===== config.mk =====
export PLATFORM = sky130hd
export DESIGN_NAME = eacm_ctrl
export DESIGN_NICKNAME = d
export VERILOG_FILES = /design/src/hdl/eacm_thr_stage.v /design/src/hdl/eacm_zx_counter.v /design/src/hdl/eacm_ctrl.v
export VERILOG_INCLUDE_DIRS = /design/src /design/src/hdl
export SDC_FILE = /design/constraint.sdc
export NUM_CORES = 2
export LEC_CHECK = 0
export BUFFER_PORTS_ARGS = -buffer_cell sky130_fd_sc_hd__buf_4
export CAP_MARGIN = 20
export CORE_MARGIN = 8
export CORE_UTILIZATION = 56
export DETAILED_ROUTE_END_ITERATION = 12
export PLACE_DENSITY = 0.74
export SYNTH_ARGS = -nofsm -noshare
export SYNTH_HDL_FRONTEND = slang
export SYNTH_SLANG_ARGS = --single-unit
export TNS_END_PERCENT = 1

===== constraint.sdc =====
create_clock -name clk_sys_i -period 8 [get_ports clk_sys_i]
set_clock_uncertainty 0.15 [all_clocks]
set_input_delay 0.4 -clock clk_sys_i [delete_from_list [all_inputs] [get_ports clk_sys_i]]
set_output_delay 0.4 -clock clk_sys_i [all_outputs]
set_load 0.05 [all_outputs]

===== src/hdl/eacm_consts.vh =====
// Constants for the energy accumulation mode controller
`ifndef EACM_CONSTS_VH
`define EACM_CONSTS_VH

// ****************************************
// Widths
// ****************************************
`define EACM_SMP_W       16
`define EACM_VOLT_W      17
`define EACM_PWR_W       34
`define EACM_THR_W       48
`define EACM_ACC_W       49
`define EACM_ENERGY_W    32
`define EACM_CNT_W       16
`define EACM_REG_W       16

// ****************************************
// Accumulation mode register fields
// ****************************************
`define EACM_CONNECTION_SELECT_HI   5
`define EACM_CONNECTION_SELECT_LO   4
`define EACM_WACC_HI     1
`define EACM_WACC_LO     0
`define EACM_CONNECTION_SELECT_OWN  2'h0
`define EACM_CONNECTION_SELECT_3W   2'h1
`define EACM_CONNECTION_SELECT_WYE  2'h2
`define EACM_CONNECTION_SELECT_4D   2'h3
`define EACM_WACC_SIGNED 2'h0
`define EACM_WACC_ABS    2'h1

// ****************************************
// Line-cycle mode register fields
// ****************************************
`define EACM_LINE_CYCLE_ENERGY_ENABLE_BIT   0
`define EACM_ZERO_CROSS_PHASE_SELECT_HI    5
`define EACM_ZERO_CROSS_PHASE_SELECT_LO    3
`define EACM_RDCLR_BIT   6

// ****************************************
// Status, reset values
// ****************************************
`define EACM_LINE_ENERGY_DONE_FLAG_BIT 5
`define EACM_ENERGY_RST  32'h00000000
`define EACM_CNT_RST     16'h0000

`endif


===== src/hdl/eacm_thr_stage.v =====
// First accumulation stage: power to signed threshold pulses
`timescale 1ns/100ps
`include "eacm_consts.vh"
module eacm_thr_stage (
    // Clock and reset
    input  wire                          clk_sys_i,
    input  wire                          rst_n_i,
    // Power samples
    input  wire                          tick_i,
    input  wire signed [`EACM_PWR_W-1:0] power_i,
    input  wire        [`EACM_THR_W-1:0] threshold_i,
    // Energy quanta
    output reg                           pulse_o,
    output reg                           neg_o
);
    reg  signed [`EACM_ACC_W-1:0] acc_q;
    wire signed [`EACM_ACC_W-1:0] sum;
    wire signed [`EACM_ACC_W-1:0] thr;

    // Sign extension keeps negative power subtracting from the sum
    assign sum = acc_q + {{(`EACM_ACC_W-`EACM_PWR_W){power_i[`EACM_PWR_W-1]}}, power_i};
    assign thr = {1'b0, threshold_i};

    always @(posedge clk_sys_i or negedge rst_n_i) begin
        if (!rst_n_i) begin
            acc_q   <= {`EACM_ACC_W{1'b0}};
            pulse_o <= 1'b0;
            neg_o   <= 1'b0;
        end else begin
            pulse_o <= 1'b0;
            if (tick_i) begin
                if (thr != {`EACM_ACC_W{1'b0}} && sum >= thr) begin
                    acc_q   <= sum - thr;
                    pulse_o <= 1'b1;
                    neg_o   <= 1'b0;
                end else if (thr != {`EACM_ACC_W{1'b0}} && sum <= -thr) begin
                    acc_q   <= sum + thr;
                    pulse_o <= 1'b1;
                    neg_o   <= 1'b1;
                end else begin
                    acc_q <= sum;
                end
            end
        end
    end
endmodule


===== src/hdl/eacm_zx_counter.v =====
// Free-running half line cycle counter over selected zero crossings
`timescale 1ns/100ps
`include "eacm_consts.vh"
module eacm_zx_counter (
    // Clock and reset
    input  wire                   clk_sys_i,
    input  wire                   rst_n_i,
    // Crossings and selection
    input  wire [2:0]             zx_i,
    input  wire [2:0]             zx_sel_i,
    // Target and restart
    input  wire [`EACM_CNT_W-1:0] target_i,
    input  wire                   restart_i,
    // Period end
    output reg                    done_o
);
    reg  [`EACM_CNT_W-1:0] cnt_q;
    wire [2:0]             hit;
    wire [`EACM_CNT_W:0]   nxt;
    wire [1:0]             inc;

    assign hit = zx_i & zx_sel_i;
    assign inc = {1'b0, hit[0]} + {1'b0, hit[1]} + {1'b0, hit[2]};
    assign nxt = {1'b0, cnt_q} + {{(`EACM_CNT_W-1){1'b0}}, inc};

    // A zero target never ends a period; the counter keeps counting anyway
    always @(posedge clk_sys_i or negedge rst_n_i) begin
        if (!rst_n_i) begin
            cnt_q  <= `EACM_CNT_RST;
            done_o <= 1'b0;
        end else begin
            done_o <= 1'b0;
            if (restart_i) begin
                cnt_q <= `EACM_CNT_RST;
            end else if (target_i != `EACM_CNT_RST &&
                         nxt >= {1'b0, target_i}) begin
                cnt_q  <= `EACM_CNT_RST;
                done_o <= 1'b1;
            end else begin
                cnt_q <= nxt[`EACM_CNT_W-1:0];
            end
        end
    end
endmodule


===== src/hdl/eacm_ctrl.v =====
// Energy accumulation mode controller: phase power, watt-hour sums, line-cycle mode
`timescale 1ns/100ps
`include "eacm_consts.vh"
module eacm_ctrl (
    // Clock and reset
    input  wire                             clk_sys_i,
    input  wire                             rst_n_i,
    // Mode registers written by the host
    input  wire [`EACM_REG_W-1:0]           accumulation_mode_reg_i,
    input  wire [`EACM_REG_W-1:0]           line_cycle_mode_reg_i,
    input  wire [`EACM_CNT_W-1:0]           half_cycle_count_i,
    input  wire                             half_cycle_count_wr_i,
    input  wire [`EACM_THR_W-1:0]           energy_threshold_i,
    // Status and interrupt mask
    input  wire                             status_reg_0_wr_i,
    input  wire [`EACM_REG_W-1:0]           status_reg_0_wdata_i,
    input  wire [`EACM_REG_W-1:0]           interrupt_mask_0_i,
    // Samples and accumulation tick
    input  wire                             sample_tick_i,
    input  wire signed [`EACM_SMP_W-1:0]    volt_a_i,
    input  wire signed [`EACM_SMP_W-1:0]    volt_b_i,
    input  wire signed [`EACM_SMP_W-1:0]    volt_c_i,
    input  wire signed [`EACM_SMP_W-1:0]    curr_a_i,
    input  wire signed [`EACM_SMP_W-1:0]    curr_b_i,
    input  wire signed [`EACM_SMP_W-1:0]    curr_c_i,
    // Voltage zero crossings, one-cycle pulses, bit 0 phase A
    input  wire [2:0]                       zero_cross_i,
    // Energy result reads, bit 0 phase A
    input  wire [2:0]                       energy_rd_i,
    // Energy results
    output wire [`EACM_ENERGY_W-1:0]        phase_a_total_energy_o,
    output wire [`EACM_ENERGY_W-1:0]        phase_b_total_energy_o,
    output wire [`EACM_ENERGY_W-1:0]        phase_c_total_energy_o,
    // Voltage fed to the phase-B rms engine
    output reg  signed [`EACM_VOLT_W-1:0]   phase_b_voltage_rms_src_o,
    // Quanta toward the pulse outputs, bit 0 phase A
    output reg  [2:0]                       pulse_quanta_o,
    output reg  [2:0]                       pulse_quanta_neg_o,
    // Status and interrupt
    output wire [`EACM_REG_W-1:0]           status_reg_0_o,
    output wire                             interrupt_request_n_o
);

    // ****************************************
    // Register field decode
    // ****************************************
    wire [1:0] connection_select;
    wire [1:0] pulse_accum_sign_mode;
    wire       line_cycle_energy_enable;
    wire       clear_on_read_enable;
    wire [2:0] zero_cross_phase_select;

    assign connection_select = accumulation_mode_reg_i[`EACM_CONNECTION_SELECT_HI:`EACM_CONNECTION_SELECT_LO];
    assign pulse_accum_sign_mode = accumulation_mode_reg_i[`EACM_WACC_HI:`EACM_WACC_LO];
    assign line_cycle_energy_enable = line_cycle_mode_reg_i[`EACM_LINE_CYCLE_ENERGY_ENABLE_BIT];
    assign clear_on_read_enable = line_cycle_mode_reg_i[`EACM_RDCLR_BIT];
    assign zero_cross_phase_select = line_cycle_mode_reg_i[`EACM_ZERO_CROSS_PHASE_SELECT_HI:`EACM_ZERO_CROSS_PHASE_SELECT_LO];

    // ****************************************
    // Helpers
    // ****************************************
    function signed [`EACM_VOLT_W-1:0] vext;
        input signed [`EACM_SMP_W-1:0] v;
        begin
            vext = {v[`EACM_SMP_W-1], v};
        end
    endfunction

    // Volts by amps, widened so a 17-bit synthesised voltage never overflows
    function signed [`EACM_PWR_W-1:0] vmul;
        input signed [`EACM_VOLT_W-1:0] v;
        input signed [`EACM_SMP_W-1:0]  i;
        reg   signed [`EACM_VOLT_W+`EACM_SMP_W-1:0] p;
        begin
            p    = v * i;
            vmul = {p[`EACM_VOLT_W+`EACM_SMP_W-1], p};
        end
    endfunction

    // ****************************************
    // Phase-B voltage substitution
    // ****************************************
    reg signed [`EACM_VOLT_W-1:0] volt_b_eff;

    always @* begin
        case (connection_select)
            `EACM_CONNECTION_SELECT_OWN: volt_b_eff = vext(volt_b_i);
            `EACM_CONNECTION_SELECT_3W:  volt_b_eff = vext(volt_a_i) - vext(volt_c_i);
            `EACM_CONNECTION_SELECT_WYE: volt_b_eff = -vext(volt_a_i) - vext(volt_c_i);
            `EACM_CONNECTION_SELECT_4D:  volt_b_eff = -vext(volt_a_i);
            default:          volt_b_eff = vext(volt_b_i);
        endcase
    end

    // Rms engine sees the A-to-C line voltage in three-wire service
    always @(posedge clk_sys_i or negedge rst_n_i) begin
        if (!rst_n_i) begin
            phase_b_voltage_rms_src_o <= {`EACM_VOLT_W{1'b0}};
        end else if (sample_tick_i) begin
            if (connection_select == `EACM_CONNECTION_SELECT_3W) begin
                phase_b_voltage_rms_src_o <= vext(volt_a_i) - vext(volt_c_i);
            end else begin
                phase_b_voltage_rms_src_o <= vext(volt_b_i);
            end
        end
    end

    // ****************************************
    // Phase power and first stage
    // ****************************************
    wire signed [`EACM_PWR_W-1:0] power_a;
    wire signed [`EACM_PWR_W-1:0] power_b;
    wire signed [`EACM_PWR_W-1:0] power_c;
    wire [2:0]                    quantum;
    wire [2:0]                    quantum_neg;

    assign power_a = vmul(vext(volt_a_i), curr_a_i);
    assign power_b = vmul(volt_b_eff, curr_b_i);
    assign power_c = vmul(vext(volt_c_i), curr_c_i);

    eacm_thr_stage u_thr_a (
        .clk_sys_i   (clk_sys_i),
        .rst_n_i     (rst_n_i),
        .tick_i      (sample_tick_i),
        .power_i     (power_a),
        .threshold_i (energy_threshold_i),
        .pulse_o     (quantum[0]),
        .neg_o       (quantum_neg[0])
    );

    eacm_thr_stage u_thr_b (
        .clk_sys_i   (clk_sys_i),
        .rst_n_i     (rst_n_i),
        .tick_i      (sample_tick_i),
        .power_i     (power_b),
        .threshold_i (energy_threshold_i),
        .pulse_o     (quantum[1]),
        .neg_o       (quantum_neg[1])
    );

    eacm_thr_stage u_thr_c (
        .clk_sys_i   (clk_sys_i),
        .rst_n_i     (rst_n_i),
        .tick_i      (sample_tick_i),
        .power_i     (power_c),
        .threshold_i (energy_threshold_i),
        .pulse_o     (quantum[2]),
        .neg_o       (quantum_neg[2])
    );

    // ****************************************
    // Pulse output sign mode
    // ****************************************
    // Absolute mode only folds the sign toward the pulse outputs; the
    // watt-hour sums below never see this and stay signed
    always @(posedge clk_sys_i or negedge rst_n_i) begin
        if (!rst_n_i) begin
            pulse_quanta_o     <= 3'h0;
            pulse_quanta_neg_o <= 3'h0;
        end else begin
            pulse_quanta_o <= quantum;
            if (pulse_accum_sign_mode == `EACM_WACC_ABS) begin
                pulse_quanta_neg_o <= 3'h0;
            end else begin
                pulse_quanta_neg_o <= quantum & quantum_neg;
            end
        end
    end

    // ****************************************
    // Half line cycle counting
    // ****************************************
    wire period_done;
    wire count_restart;

    // Restart is only meaningful while the mode is on; otherwise it free-runs
    assign count_restart = half_cycle_count_wr_i & line_cycle_energy_enable;

    eacm_zx_counter u_zx (
        .clk_sys_i (clk_sys_i),
        .rst_n_i   (rst_n_i),
        .zx_i      (zero_cross_i),
        .zx_sel_i  (zero_cross_phase_select),
        .target_i  (half_cycle_count_i),
        .restart_i (count_restart),
        .done_o    (period_done)
    );

    // ****************************************
    // Second stage: signed watt-hour sums
    // ****************************************
    reg  [`EACM_ENERGY_W-1:0] accum_q  [0:2];
    reg  [`EACM_ENERGY_W-1:0] result_q [0:2];
    reg  [`EACM_ENERGY_W-1:0] step     [0:2];
    reg  [`EACM_ENERGY_W-1:0] accum_nx [0:2];
    wire                      lc_transfer;
    integer                   k;
    integer                   j;

    assign lc_transfer = line_cycle_energy_enable & period_done;

    always @* begin
        for (k = 0; k < 3; k = k + 1) begin
            if (!quantum[k]) begin
                step[k] = `EACM_ENERGY_RST;
            end else if (quantum_neg[k]) begin
                step[k] = {`EACM_ENERGY_W{1'b1}};
            end else begin
                step[k] = {{(`EACM_ENERGY_W-1){1'b0}}, 1'b1};
            end
            // Wraps at full scale in both directions, as a signed counter must
            accum_nx[k] = accum_q[k] + step[k];
        end
    end

    always @(posedge clk_sys_i or negedge rst_n_i) begin
        if (!rst_n_i) begin
            for (j = 0; j < 3; j = j + 1) begin
                accum_q[j]  <= `EACM_ENERGY_RST;
                result_q[j] <= `EACM_ENERGY_RST;
            end
        end else begin
            for (j = 0; j < 3; j = j + 1) begin
                if (line_cycle_energy_enable) begin
                    // Same quanta and weight as normal mode, only the moment differs
                    if (lc_transfer) begin
                        result_q[j] <= accum_nx[j];
                        accum_q[j]  <= `EACM_ENERGY_RST;
                    end else begin
                        accum_q[j] <= accum_nx[j];
                    end
                end else if (energy_rd_i[j] && clear_on_read_enable) begin
                    // A quantum landing in the read cycle is kept, not dropped
                    accum_q[j]  <= step[j];
                    result_q[j] <= step[j];
                end else begin
                    accum_q[j]  <= accum_nx[j];
                    result_q[j] <= accum_nx[j];
                end
            end
        end
    end

    assign phase_a_total_energy_o = result_q[0];
    assign phase_b_total_energy_o = result_q[1];
    assign phase_c_total_energy_o = result_q[2];

    // ****************************************
    // Status flag and interrupt
    // ****************************************
    reg  line_energy_done_flag_q;
    wire flag_clear;

    assign flag_clear = status_reg_0_wr_i & status_reg_0_wdata_i[`EACM_LINE_ENERGY_DONE_FLAG_BIT];

    // Set wins over a clear arriving in the same cycle
    always @(posedge clk_sys_i or negedge rst_n_i) begin
        if (!rst_n_i) begin
            line_energy_done_flag_q <= 1'b0;
        end else if (lc_transfer) begin
            line_energy_done_flag_q <= 1'b1;
        end else if (flag_clear) begin
            line_energy_done_flag_q <= 1'b0;
        end
    end

    assign status_reg_0_o = {{(`EACM_REG_W-`EACM_LINE_ENERGY_DONE_FLAG_BIT-1){1'b0}},
                             line_energy_done_flag_q,
                             {`EACM_LINE_ENERGY_DONE_FLAG_BIT{1'b0}}};
    assign interrupt_request_n_o = ~(line_energy_done_flag_q &
                                     interrupt_mask_0_i[`EACM_LINE_ENERGY_DONE_FLAG_BIT]);

endmodule


==> run_results.csv <==
group,metric,value,unit
logic_synthesis,avgSynthCellArea,8.202,µm²
die,die_area,152600,µm²
sta,worst_slack,-6.097,ns
clock_tree,cts-root-buf,"clkbuf_16",
die,initial_utilization,56.39,%
drt,drc,0,
sta,period_share,176.2,%
die,die_x,390.6,µm
worst_setup_path,cpMostUsedCell,"fa_1",
place,dpl.hpwl,240500,µm
global_routing,grt_pass1_vias,81830,
worst_setup_path,cp.arrival,14.48,ns
finish,drive_gt1_share,23.60,%
status,violations,"negative setup slack",
logic_synthesis,synth_seq_cells,386,
finish,fin_area,101300,µm²
worst_setup_path,start_kind,"input port",
hold_path,holdCritStartpoint,"energy_rd_i[0]",
drt,postRouteAntennaNets,0,
worst_setup_path,reg2reg_depth,33,
hold_path,min_path_type,"input port to flop",
clock_tree,cts_tree,"built",
flow_run,cap_violations,0,
drt,vias,79710,
worst_setup_path,reg2reg_to,"u_thr_c.acc_q[8]",
logic_synthesis,ys_seq_area_share,12.29,%
logic_synthesis,synth_warnings,0,
worst_setup_path,cp_data_required_time,8.38,ns
die,dieHeight,390.6,µm
worst_setup_path,r2r_start,"u_thr_c.acc_q[0]",
sta,rsz0062_at_grt,"true",
clock_tree,insertion_delay,0.70,ns
die,rows,137,
finish,nNetsFinal,13790,
clock_tree,clock_path_buffers,3,
place,dpl-instance-area,98630,µm²
logic_synthesis,synth-simple-area-share,16.89,%
drt,drt-vias-per-instance,5.821,
die,coreArea,139400,µm²
logic_synthesis,synth_enable_flop_cells,0,
drt,wl_per_cell,20.88,µm
sta,setup_viol,153,
sta,slew_headroom,33.81,%
sta,period_minus_slack,14.10,ns
sta,max_freq,0.07094,GHz
global_routing,grt_first_pass_wirelength,447300,µm
clock_tree,cts_made_buffers,51,
logic_synthesis,synth.area.mux_share,0.5859,%
global_routing,grtUsageTotal,36.61,%
global_routing,grt_max_degree,120,
logic_synthesis,postSynthCellCount,9581,
worst_setup_path,critical_path_class,"input port to flop",
hold_path,min_delay_path_depth,4,
drt,drt_pass1_iterations,9,
logic_synthesis,yosys_most_used_dff,"dfrtp_1",
hold_path,hold_path_end,"accum_q[64]",
sta,hold_viol_final,0,
logic_synthesis,synth_cell_types,99,
global_routing,overflow,0,
worst_setup_path,end_kind,"flop",
place,portBuffers,302,
clock_tree,cts.sinks,386,
sta,final_max_slew_viol_count,0,
worst_setup_path,cpMaxStageDelayCell,"mux4_2",
logic_synthesis,synth_top_family_by_area,"adder cells",
clock_tree,cts.reportedPaths.clkPinSlew,0.06,ns
finish,syn_to_final_growth,28.90,%
status,outcome,"complete, but fails checks",
logic_synthesis,synth_area,78590,µm²
die,io_pins,371,
worst_setup_path,cpPeakStageDelay,0.54,ns
sta,tightest_slew,0.9844,ns
logic_synthesis,synthArstFlopShare,100.0,%
global_routing,grt_antenna_before_repair,9,
clock_tree,cts_max_level,2,
worst_setup_path,critPathMaxFanout,7,
logic_synthesis,synthAdderAreaFrac,36.04,%
worst_setup_path,rrSetupSlack,0.39,ns
logic_synthesis,synth-xor-area-share,6.391,%
drt,drtIter0Drc,7704,
logic_synthesis,synth_compound_area_share,19.89,%
place,place_congestion,1.024,
drt,routed_wl,285900,µm
-- worst max path at each step --
stage           startpoint           endpoint  slack, ns  depth (start not counted)
2_1_floorplan  volt_a_i[4]  u_thr_b.acc_q[35]      -5.61                         63
3_3_place_gp   volt_a_i[2]  u_thr_b.acc_q[41]      -6.82                         60
3_5_place_dp   volt_a_i[2]  u_thr_b.acc_q[43]      -7.03                         62
4_1_cts        volt_a_i[2]  u_thr_b.acc_q[18]      -5.95                         59
5_1_grt        volt_a_i[2]  u_thr_b.acc_q[45]      -6.67                         63
6_report       volt_a_i[2]  u_thr_b.acc_q[19]      -6.10                         62
-- sequential cells by signal, indices dropped and copies added (netlist names) --
name                       cells
u_thr_a.pulse_o                1
pulse_quanta_neg_o             3
u_thr_b.pulse_o                1
u_thr_b.acc_q                 49
u_thr_a.neg_o                  1
u_thr_c.pulse_o                1
u_thr_c.neg_o                  1
phase_b_voltage_rms_src_o     17
line_energy_done_flag_q        1
phase_b_total_energy_o        32
u_thr_b.neg_o                  1
phase_c_total_energy_o        32
u_thr_c.acc_q                 49
u_zx.done_o                    1
accum_q                       96
pulse_quanta_o                 3
u_zx.cnt_q                    16
u_thr_a.acc_q                 49
phase_a_total_energy_o        32
-- repair_timing --
action / CTS / global route
setup buffers: 3 / 0
hold endpoints to repair: 141 / 0
setup endpoints to repair: 153 / 153
gates resized for setup: 79 / 64
hold buffers: 25 / 0
pin swaps: 25 / 27
gates cloned: 1 / 1
-- metal layers --
layer  GRT usage (%)  routed length, µm  share of wire (%)
met3           6.326              25890                9.1
met4           14.40              13180                4.6
met5               0                 27             0.0094
met1           50.08             119200                 42
met2           57.90             127700                 45
-- cell usage after synthesis (all sizes together), types with 34 or more instances --
master | number | share of area [%]
xor2 | 108 | 1.2
nand2 | 773 | 3.7
ha | 969 | 15
nand4 | 82 | 0.65
nor2b | 139 | 1.1
o21a | 74 | 0.71
o21bai | 135 | 1.3
a21oi | 827 | 5.3
a31oi | 102 | 0.81
a222oi | 37 | 0.47
fa | 809 | 21
buf | 81 | 0.57
a21boi | 38 | 0.36
nand2b | 128 | 1.0
and2 | 336 | 2.7
nor2 | 835 | 4.0
and3 | 59 | 0.47
a221oi | 37 | 0.47
nor3 | 124 | 0.80
a211oi | 51 | 0.49
a21o | 269 | 2.6
or3 | 53 | 0.42
o21ai | 356 | 2.3
o211ai | 69 | 0.66
o22ai | 34 | 0.28
nand3 | 130 | 0.83
clkbuf | 309 | 1.5
inv | 1223 | 5.8
nor4 | 43 | 0.37
o31ai | 52 | 0.50
dfrtp | 386 | 12
xnor2 | 460 | 5.1
-- cell type report --
| type | count | area, µm² |
|---|---|---|
| repair buffers | 2515 | 19380 |
| multi-input cells | 7592 | 63540 |
| clock inverters | 22 | 312.8 |
| flip-flops and latches | 386 | 9659 |
| well taps | 1876 | 2347 |
| inverters | 1229 | 4613 |
| clock buffers | 68 | 1430 |
| diodes | 7 | 17.52 |
| fillers | 10790 | 38060 |
-- cell usage in the layout (no fill, tap or decap), types with 51 or more instances in the layout --
master     instances
a21o_1           269
a21oi_1          805
a31oi_1           99
and2_1           328
and3_1            59
buf_4           2442
clkbuf_16         51
dfrtp_1          386
fa_1             808
ha_1             962
inv_1           1220
nand2_1          772
nand2b_1         126
nand3_1          129
nand4_1           82
nor2_1           824
nor2b_1          138
nor3_1           122
o211ai_1          69
o21a_1            74
o21ai_0          310
o21bai_1         135
xnor2_1          452
xor2_1           105
-- logic make-up (layout without fill, tap and decap cells) --
| group | after synthesis | after routing |
|---|---|---|
| AOI/OAI and AO/OA | 2400 | 2400 |
| xor gates and xnor gates | 570 | 570 |
| adders and majority gates | 1778 | 1778 |
| buffers and inverters | 1619 | 3834 |
| DFF | 386 | 386 |
| muxes | 35 | 35 |
| other | 1 | 22 |
| and+or+nand+nor | 2792 | 2794 |
-- critical path, delay by kind of cell --
family / cells / cell delay (ns)
buffers and inverters: 10 / 1.14
AO/OA/AOI/OAI: 24 / 4.58
AND/OR/NAND/NOR: 13 / 2.98
XOR/XNOR: 4 / 0.57
multiplexers: 1 / 0.54
adder cells (fa/ha/maj): 10 / 4.24
-- metrics by stage --
step                TNS (ns)  worst slack (ns)  utilization [%]  instances  hold WS, ns
finish               -693.56            -6.097            72.69      13700      0.05988
CTS                  -697.50            -5.949            72.47      13690      0.02844
global placement     -860.96            -6.822            70.77      13570       0.3207
global route         -757.46            -6.666            72.69      13690      0.06917
detailed placement   -881.18            -7.030            70.77      13570       0.3277
floorplan            -646.79            -5.613                -       9595     -0.04559
Power is left out: the tool's default activity adds up to more than one toggle a clock period on the data nets, which glitch-free logic cannot reach.
